--- src/nic_regs_pkg.sv ---
// register map, field positions and reset values of the network controller register bank
package nic_regs_pkg;

    localparam int REG_ADDR_W = 6;
    localparam int DATA_W     = 16;

    localparam logic [5:0] OFS_COMMAND     = 6'h00;
    localparam logic [5:0] OFS_DATA_CFG    = 6'h01;
    localparam logic [5:0] OFS_RX_CTRL     = 6'h02;
    localparam logic [5:0] OFS_TX_CTRL     = 6'h03;
    localparam logic [5:0] OFS_INT_MASK    = 6'h04;
    localparam logic [5:0] OFS_INT_STATUS  = 6'h05;
    localparam logic [5:0] OFS_TX_UPPER    = 6'h06;
    localparam logic [5:0] OFS_TX_CURRENT  = 6'h07;
    localparam logic [5:0] OFS_RXD_UPPER   = 6'h0d;
    localparam logic [5:0] OFS_RXD_CURRENT = 6'h0e;
    localparam logic [5:0] OFS_RES_UPPER   = 6'h14;
    localparam logic [5:0] OFS_RES_START   = 6'h15;
    localparam logic [5:0] OFS_RES_END     = 6'h16;
    localparam logic [5:0] OFS_RES_READ    = 6'h17;
    localparam logic [5:0] OFS_RES_WRITE   = 6'h18;
    localparam logic [5:0] OFS_ENTRY_SEL   = 6'h21;
    localparam logic [5:0] OFS_PORT_HIGH   = 6'h22;
    localparam logic [5:0] OFS_PORT_MID    = 6'h23;
    localparam logic [5:0] OFS_PORT_LOW    = 6'h24;
    localparam logic [5:0] OFS_ENTRY_EN    = 6'h25;
    localparam logic [5:0] OFS_DESC_PTR    = 6'h26;
    localparam logic [5:0] OFS_DESC_COUNT  = 6'h27;
    localparam logic [5:0] OFS_REVISION    = 6'h28;
    localparam logic [5:0] OFS_TIMER_LOW   = 6'h29;
    localparam logic [5:0] OFS_TIMER_HIGH  = 6'h2a;
    localparam logic [5:0] OFS_RX_SEQ      = 6'h2b;
    localparam logic [5:0] OFS_CRC_TALLY   = 6'h2c;
    localparam logic [5:0] OFS_ALIGN_TALLY = 6'h2d;
    localparam logic [5:0] OFS_MISS_TALLY  = 6'h2e;
    localparam logic [5:0] OFS_DATA_CFG2   = 6'h3f;

    // field positions
    localparam int CMD_SOFT_RESET_BIT  = 7;
    localparam int CMD_LOAD_FILTER_BIT = 9;
    localparam int ISR_LOAD_DONE_BIT   = 12;
    localparam int DCR_WIDE_BUS_BIT    = 5;
    localparam int DATA_CONFIG_SECOND_FULL_DUPLEX_BIT = 5;
    localparam int DATA_CONFIG_SECOND_HEARTBEAT_BIT  = 11;
    localparam int DESC_COUNT_BITS     = 5;

    // reset values
    localparam logic [15:0] COMMAND_RESET = 16'h0080;
    localparam logic [15:0] REG_RESET     = 16'h0000;
    localparam logic [15:0] ENTRY_EN_RESET = 16'h0000;
    localparam logic [15:0] REVISION_DEFAULT = 16'h0001;  // arbitrary value

    // byte step of the descriptor pointer per fetched field
    localparam logic [15:0] STEP_NARROW = 16'h0002;
    localparam logic [15:0] STEP_WIDE   = 16'h0004;

    typedef enum logic [2:0] {
        ld_idle,
        ld_wait,
        ld_fetch,
        ld_write,
        ld_mask,
        ld_done
    } loader_state_type;

endpackage

--- src/filter_table_mem.sv ---
// address-filter table storage with registered read data
module filter_table_mem #(
    parameter int DEPTH = 16,
    parameter int WIDTH = 48
) (
    input  wire logic                     mclk,
    input  wire logic                     ce,
    input  wire logic                     wr_en,
    input  wire logic [$clog2(DEPTH)-1:0] wr_addr,
    input  wire logic [WIDTH-1:0]         wr_data,
    input  wire logic [$clog2(DEPTH)-1:0] rd_addr,
    output logic      [WIDTH-1:0]         rd_data
);
    logic [WIDTH-1:0] cells [0:DEPTH-1];

    if (DEPTH < 2 || WIDTH < 1) begin : g_check
        $error("filter_table_mem: unsupported geometry");
    end

    always_ff @(posedge mclk) begin
        if (ce && wr_en) begin
            cells[wr_addr] <= wr_data;
        end
    end

    always_ff @(posedge mclk) begin
        if (ce) begin
            rd_data <= cells[rd_addr];
        end
    end
endmodule // filter_table_mem

--- src/nic_register_map_cam_loader.sv ---
// user register bank, filter-table load sequencer and duplex configuration
module nic_register_map_cam_loader #(
    parameter int                          ENTRIES  = 16,
    parameter logic [nic_regs_pkg::DATA_W-1:0] REVISION = nic_regs_pkg::REVISION_DEFAULT
) (
    input  wire logic                                  mclk,
    input  wire logic                                  rst,
    input  wire logic                                  ce,
    input  wire logic                                  chip_sel,
    input  wire logic [nic_regs_pkg::REG_ADDR_W-1:0]   reg_addr_inputs,
    input  wire logic                                  reg_write,
    input  wire logic [nic_regs_pkg::DATA_W-1:0]       reg_wdata,
    output logic      [nic_regs_pkg::DATA_W-1:0]       reg_rdata,
    output logic                                       mem_req,
    output logic      [31:0]                           mem_addr,
    input  wire logic                                  mem_ack,
    input  wire logic [31:0]                           mem_rdata,
    input  wire logic                                  frame_active,
    input  wire logic                                  collision_in,
    output logic                                       collision_out,
    output logic                                       soft_reset,
    output logic                                       full_duplex_enable,
    output logic                                       heartbeat_disable
);
    import nic_regs_pkg::*;

    localparam int SEL_W = $clog2(ENTRIES);

    if (ENTRIES < 2 || ENTRIES > 16) begin : g_check
        $error("nic_register_map_cam_loader: ENTRIES must be 2 to 16");
    end

    logic [15:0]      plain_regs [0:63];
    logic [15:0]      command_reg;
    logic [15:0]      interrupt_status_reg;
    logic [15:0]      filter_entry_select;
    logic [15:0]      filter_entry_enable;
    logic [15:0]      filter_desc_pointer;
    logic [15:0]      filter_desc_count;
    logic [15:0]      slice_low;
    logic [15:0]      slice_mid;
    logic [15:0]      slice_high;
    logic [1:0]       field_idx;
    logic             table_wr;
    logic [47:0]      table_rd;
    loader_state_type state;

    function automatic logic is_plain(input logic [5:0] a);
        return a == OFS_DATA_CFG || a == OFS_RX_CTRL || a == OFS_TX_CTRL || a == OFS_INT_MASK
            || a == OFS_TX_UPPER || a == OFS_TX_CURRENT || a == OFS_RXD_UPPER || a == OFS_RXD_CURRENT
            || a == OFS_RES_UPPER || a == OFS_RES_START || a == OFS_RES_END || a == OFS_RES_READ
            || a == OFS_RES_WRITE || a == OFS_TIMER_LOW || a == OFS_TIMER_HIGH || a == OFS_RX_SEQ
            || a == OFS_CRC_TALLY || a == OFS_ALIGN_TALLY || a == OFS_MISS_TALLY || a == OFS_DATA_CFG2;
    endfunction

    function automatic logic [15:0] ptr_step(input logic wide);
        return wide ? STEP_WIDE : STEP_NARROW;
    endfunction

    wire logic host_wr = chip_sel && reg_write;
    wire logic host_rd = chip_sel && !reg_write;
    wire logic fetch_ack = mem_req && mem_ack;
    wire logic wide_bus = plain_regs[OFS_DATA_CFG][DCR_WIDE_BUS_BIT];
    wire logic [15:0] next_pointer = filter_desc_pointer + ptr_step(wide_bus);
    wire logic [15:0] field_data = mem_rdata[15:0];
    wire logic [15:0] next_count = {11'h000, filter_desc_count[DESC_COUNT_BITS-1:0] - 5'h01};

    // plain storage registers, including the split general timer
    always_ff @(posedge mclk) begin
        if (rst) begin
            for (int i = 0; i < 64; i++) begin
                plain_regs[i] <= REG_RESET;
            end
        end else if (ce && host_wr && is_plain(reg_addr_inputs)) begin
            plain_regs[reg_addr_inputs] <= reg_wdata;
        end
    end

    assign full_duplex_enable = plain_regs[OFS_DATA_CFG2][DATA_CONFIG_SECOND_FULL_DUPLEX_BIT];
    assign heartbeat_disable  = plain_regs[OFS_DATA_CFG2][DATA_CONFIG_SECOND_HEARTBEAT_BIT];
    assign soft_reset         = command_reg[CMD_SOFT_RESET_BIT];

    // command register; host set of the load bit wins over loader clear
    always_ff @(posedge mclk) begin
        if (rst) begin
            command_reg <= COMMAND_RESET;
        end else if (ce) begin
            if (host_wr && reg_addr_inputs == OFS_COMMAND) begin
                command_reg <= reg_wdata;
                command_reg[CMD_LOAD_FILTER_BIT] <= reg_wdata[CMD_LOAD_FILTER_BIT]
                    || (command_reg[CMD_LOAD_FILTER_BIT] && state != ld_done);
            end else if (state == ld_done) begin
                command_reg[CMD_LOAD_FILTER_BIT] <= 1'b0;
            end
        end
    end

    // interrupt status: write one to clear, hardware set wins
    always_ff @(posedge mclk) begin
        if (rst) begin
            interrupt_status_reg <= REG_RESET;
        end else if (ce) begin
            if (state == ld_done) begin
                interrupt_status_reg[ISR_LOAD_DONE_BIT] <= 1'b1;
            end else if (host_wr && reg_addr_inputs == OFS_INT_STATUS && reg_wdata[ISR_LOAD_DONE_BIT]) begin
                interrupt_status_reg[ISR_LOAD_DONE_BIT] <= 1'b0;
            end
        end
    end

    // load sequencer; owns pointer, count, entry select and enable while busy
    always_ff @(posedge mclk) begin
        if (rst) begin
            state               <= ld_idle;
            mem_req             <= 1'b0;
            field_idx           <= 2'd0;
            filter_entry_select <= REG_RESET;
            filter_entry_enable <= ENTRY_EN_RESET;
            filter_desc_pointer <= REG_RESET;
            filter_desc_count   <= REG_RESET;
            slice_low           <= REG_RESET;
            slice_mid           <= REG_RESET;
            slice_high          <= REG_RESET;
        end else if (ce) begin
            if (state == ld_idle && host_wr) begin
                unique case (reg_addr_inputs)
                    OFS_ENTRY_SEL:  filter_entry_select <= reg_wdata;
                    OFS_ENTRY_EN:   filter_entry_enable <= reg_wdata;
                    OFS_DESC_PTR:   filter_desc_pointer <= reg_wdata;
                    OFS_DESC_COUNT: filter_desc_count   <= reg_wdata;
                    default: ;
                endcase
            end
            unique case (state)
                ld_idle: begin
                    if (command_reg[CMD_LOAD_FILTER_BIT]) begin
                        state <= ld_wait;
                    end
                end
                ld_wait: begin
                    if (!frame_active) begin
                        field_idx <= 2'd0;
                        if (filter_desc_count[DESC_COUNT_BITS-1:0] == 5'h00) begin
                            state <= ld_mask;
                        end else begin
                            state <= ld_fetch;
                        end
                    end
                end
                ld_fetch: begin
                    if (!mem_req) begin
                        mem_req <= 1'b1;
                    end else if (mem_ack) begin
                        mem_req             <= 1'b0;
                        filter_desc_pointer <= next_pointer;
                        field_idx           <= field_idx + 2'd1;
                        unique case (field_idx)
                            2'd0: filter_entry_select <= field_data;
                            2'd1: slice_low <= field_data;
                            2'd2: slice_mid <= field_data;
                            2'd3: slice_high <= field_data;
                        endcase
                        if (field_idx == 2'd3) begin
                            state <= ld_write;
                        end
                    end
                end
                ld_write: begin
                    filter_desc_count <= next_count;
                    if (next_count[DESC_COUNT_BITS-1:0] == 5'h00) begin
                        state <= ld_mask;
                    end else begin
                        state <= ld_fetch;
                    end
                end
                ld_mask: begin
                    if (!mem_req) begin
                        mem_req <= 1'b1;
                    end else if (mem_ack) begin
                        mem_req             <= 1'b0;
                        filter_entry_enable <= field_data;
                        filter_desc_pointer <= next_pointer;
                        filter_desc_count   <= REG_RESET;
                        state               <= ld_done;
                    end
                end
                ld_done: begin
                    state <= ld_idle;
                end
            endcase
        end
    end

    // memory address: upper base joined with the descriptor offset
    always_ff @(posedge mclk) begin
        if (rst) begin
            mem_addr <= 32'h0000_0000;
        end else if (ce) begin
            mem_addr <= {plain_regs[OFS_RES_UPPER], filter_desc_pointer};
        end
    end

    assign table_wr = (state == ld_write);

    filter_table_mem #(
        .DEPTH (ENTRIES),
        .WIDTH (48)
    ) u_table (
        .mclk    (mclk),
        .ce      (ce),
        .wr_en   (table_wr),
        .wr_addr (filter_entry_select[SEL_W-1:0]),
        .wr_data ({slice_high, slice_mid, slice_low}),
        .rd_addr (filter_entry_select[SEL_W-1:0]),
        .rd_data (table_rd)
    );

    // collision indication masked in full duplex
    always_ff @(posedge mclk) begin
        if (rst) begin
            collision_out <= 1'b0;
        end else if (ce) begin
            collision_out <= collision_in && !full_duplex_enable;
        end
    end

    // registered read data; unmapped addresses read zero
    always_ff @(posedge mclk) begin
        if (rst) begin
            reg_rdata <= REG_RESET;
        end else if (ce && host_rd) begin
            if (is_plain(reg_addr_inputs)) begin
                reg_rdata <= plain_regs[reg_addr_inputs];
            end else begin
                unique case (reg_addr_inputs)
                    OFS_COMMAND:    reg_rdata <= command_reg;
                    OFS_INT_STATUS: reg_rdata <= interrupt_status_reg;
                    OFS_ENTRY_SEL:  reg_rdata <= filter_entry_select;
                    OFS_ENTRY_EN:   reg_rdata <= filter_entry_enable;
                    OFS_DESC_PTR:   reg_rdata <= filter_desc_pointer;
                    OFS_DESC_COUNT: reg_rdata <= filter_desc_count;
                    OFS_REVISION:   reg_rdata <= REVISION;
                    OFS_PORT_HIGH:  reg_rdata <= soft_reset ? table_rd[47:32] : REG_RESET;
                    OFS_PORT_MID:   reg_rdata <= soft_reset ? table_rd[31:16] : REG_RESET;
                    OFS_PORT_LOW:   reg_rdata <= soft_reset ? table_rd[15:0] : REG_RESET;
                    default:        reg_rdata <= REG_RESET;
                endcase
            end
        end
    end
endmodule // nic_register_map_cam_loader

--- config.mk ---
export PLATFORM = sky130hd
export DESIGN_NAME = nic_register_map_cam_loader
export DESIGN_NICKNAME = d
export VERILOG_FILES = /design/src/nic_regs_pkg.sv /design/src/filter_table_mem.sv /design/src/nic_register_map_cam_loader.sv
export SDC_FILE = /design/constraint.sdc
export NUM_CORES = 2
export LEC_CHECK = 0
export BUFFER_PORTS_ARGS = -buffer_cell sky130_fd_sc_hd__buf_2
export CAP_MARGIN = 20
export CORE_MARGIN = 3
export CORE_UTILIZATION = 29
export CTS_CLUSTER_DIAMETER = 30
export DETAILED_ROUTE_END_ITERATION = 12
export GPL_TIMING_DRIVEN = 1
export MAX_ROUTING_LAYER = met4
export PLACE_DENSITY_LB_ADDON = 0.3
export SYNTH_ARGS = -nofsm -noshare
export SYNTH_HDL_FRONTEND = slang
export SYNTH_SLANG_ARGS = --single-unit
--- constraint.sdc ---
create_clock -name mclk -period 11.1 [get_ports mclk]
set_clock_uncertainty 0.2 [all_clocks]
set_input_delay 0.555 -clock mclk [delete_from_list [all_inputs] [get_ports mclk]]
set_output_delay 0.555 -clock mclk [all_outputs]
set_load 0.005 [all_outputs]
==> flow_summary.ini <==
[run_status]
outcome = finished clean

[detailed_routing]
drt-wirelength-per-cell_um = 23.3
via_per_inst = 4.69
drc = 0
ant_nets = 0
firstDrtPassIters = 6
drt_iter0_markers = 3560
routed_wl_um = 197000
dr_total_vias = 39500

[pwr]
peakVddDrop_uv = 149
p_comb_frac = 0.031
power_density_nw_per_um2 = 212
p_sw_mw = 4.01
p_int_mw = 15.0
p_leak_nw = 31.9
p_total_mw = 19.0
pwr-share-seq = 0.394
p_clk_frac = 0.575
swShare = 0.211

[floorplan]
start_util = 0.293
core_area_um2 = 244000
die_area_um2 = 252000
boundaryPins = 115
die_y_um = 502
fp-row-count = 181
fp.dieW_um = 502

[critical_path]
critical_path_buf_inv_count = 5
crit_chain = dlygate4sd3_1, buf_6, inv_1, nor2_1, nand3_1, inv_1, nand3_1, nor2_4, buf_4
cp_top_family = buffers and inverters
crit_path_start_kind = primary input
arrival_ns = 5.18
cp-end-kind = register
path_class = primary input to register
path_max_fanout = 42
crit_required_ns = 11.42
cpPeakStageDelay_ns = 0.97
worst_path_max_delay_cell = nor2_4

[layout]
fin_area_um2 = 89800
final_nets = 5012
drive_gt1_frac = 0.220
fin_util = 0.368
syn_to_final_growth_pct = 25.8
largestRegisters = plain_regs: 768 flops, u_table.cells: 768 flops, u_table.rd_data: 48 flops

[sta]
final.min_clock_period_ns = 4.86
slew_headroom = 0.238
tns_ns = 0
maxSlewViolCount = 0
tightest_slew_ns = 1.13
finalHoldViolations = 0
fin_hold_ws_ns = 0.0522
post-route-period-util = 0.438
setup_violations = 0
rsz0062_at_grt = no
fmax_ghz = 0.206

[logic_synthesis]
ys_top_cells_by_area = edfxtp_1 (67%), mux4_2 (8.7%), dfxtp_1 (5.2%)
ys_seq_elements = 1768
synth_cell_types = 70
seq_area_frac_synth = 0.718
synth_top_area_frac = 0.667
synthCells = 4244
synth_area_leader_cell = edfxtp_1
synth.avg_cell_area_um2 = 16.8
synthFlopType = edfxtp_1
synthesis.area_um2 = 71400
async_flop_share = 0
synth-edff-count = 1584
synth_warnings = 0

[clock_tree]
cts_tree = yes
clkSlewWorstSetupHoldPaths_ns = 0.04
root_buffer = clkbuf_16
postCtsSetupBuffers = 0
clkLatencyLatePin_ns = 0.94
cts_buffer_depth = 4
cts_made_buffers = 368
clock_sinks = 1768
htreeDepth = 5

[grt]
grt_usage = 0.159
antenna_found_initial = 16
grt_overflow = 0
grt_pass1_wl_um = 284000
grt_max_degree = 117
grt_pass1_vias = 40200

[place]
dpl-instance-area_um2 = 77000
dp_hpwl_um = 112000
gp_congestion = 0.841
portBuffers = 98

[run]
drv_cap = 0

[min_path]
hold_path_class = primary input to register
## per-stage QoR
stage,setup WS [ns],std cells
floorplan,5.53,4691
detailed placement,5.87,7745
global route,6.00,8437
finish,6.24,8437
CTS,6.20,8434
global placement,5.87,7744
## cell type report
class | instances | area (um2)
clock inverters | 231 | 2720
diodes | 3 | 7.51
well taps | 3202 | 4010
inverters | 17 | 63.8
flip-flops and latches | 1768 | 51300
multi-input cells | 2570 | 20500
repair buffers | 215 | 1490
fillers | 22500 | 154000
clock buffers | 431 | 9720
## repair_timing
action	in CTS	in global routing
hold buffers	27	0
hold endpoints to repair	165	0
resized for setup	0	0
## cell usage after synthesis (4+ instances only)
cell / instances
ha_1: 9
nor3_1: 17
a21oi_1: 106
nand2b_1: 11
and2_1: 324
and3_1: 5
o21a_1: 14
a22o_1: 14
inv_1: 16
or4_1: 5
nand3b_1: 5
nand4_1: 24
a22oi_1: 153
or2_2: 25
nor4_4: 4
nor3b_1: 5
dfxtp_1: 184
nor2_1: 133
edfxtp_1: 1584
nand2_1: 274
nor4_2: 8
buf_4: 26
mux2i_1: 368
a221oi_1: 29
o21ai_0: 46
clkbuf_1: 228
o22ai_1: 25
nand3_1: 92
o22a_1: 4
nor4_1: 7
a211oi_1: 60
a32oi_1: 20
mux4_2: 277
buf_2: 59
nor2b_1: 8
buf_1: 20
or3_1: 4
## path summary, 6_finish.rpt
kind                                              from               endpoint  slack [ns]  cells past startpoint
worst min register to register         command_reg[13]        command_reg[13]        0.25                      2
worst min-delay path                     reg_wdata[12]  filter_desc_count[12]        0.05                      3
worst max register to register  filter_entry_select[0]    u_table.rd_data[45]        7.07                      4
worst max-delay path                                ce  u_table.cells[15][24]        6.24                      9
## metal layers
layer	part of all wire	vias up	global-route usage	wire, um
met3	0.053	368	0.0285	10500
met2	0.51	1242	0.267	101000
met5	0	-	-	0
li1	-	17700	-	-
met4	0.032	0	0.0546	6270
met1	0.40	20200	0.192	79300
## cell usage in the layout (no fill, tap or decap), types with 46 or more instances in the layout
| master | count |
|---|---|
| edfxtp_1 | 1584 |
| conb_1 | 448 |
| clkbuf_16 | 375 |
| mux2i_1 | 368 |
| and2_1 | 324 |
| mux4_2 | 277 |
| nand2_1 | 274 |
| dfxtp_1 | 180 |
| a22oi_1 | 153 |
| nor2_1 | 118 |
| a21oi_1 | 106 |
| buf_2 | 95 |
| nand3_1 | 92 |
| buf_4 | 87 |
| a211oi_1 | 60 |
| clkinv_2 | 59 |
| bufinv_16 | 49 |
| o21ai_0 | 46 |
## worst register-to-register path, cell delays in order, from the launching register on
cell and delay [ns]:
dfxtp_4 0.78, buf_4 0.79, buf_4 0.83, mux4_2 0.64
mux4_2 0.49
## power groups by stage
stage / sequential, mW / clock, mW / combinational, mW
2_1_floorplan: 7.59 / 0 / 0.358
3_3_place_gp: 7.61 / 0 / 0.582
3_5_place_dp: 7.62 / 0 / 0.584
4_1_cts: 7.49 / 11.1 / 0.594
5_1_grt: 7.50 / 11.5 / 0.633
6_report: 7.49 / 10.9 / 0.585
## kinds of logic (layout without fill, tap and decap cells)
logic type,after synthesis,in the layout,share of synthesized area
flops,1768,1768,0.718
simple gates,970,970,0.0712
mux,645,645,0.139
compound gates,494,494,0.0480
buf+inv,353,894,0.0213
fa+ha+maj,10,10,0.00186
xor+xnor,3,3,0.000368
other cells,1,451,0.0000526
Note: power is estimated with default switching activity, not from simulation.
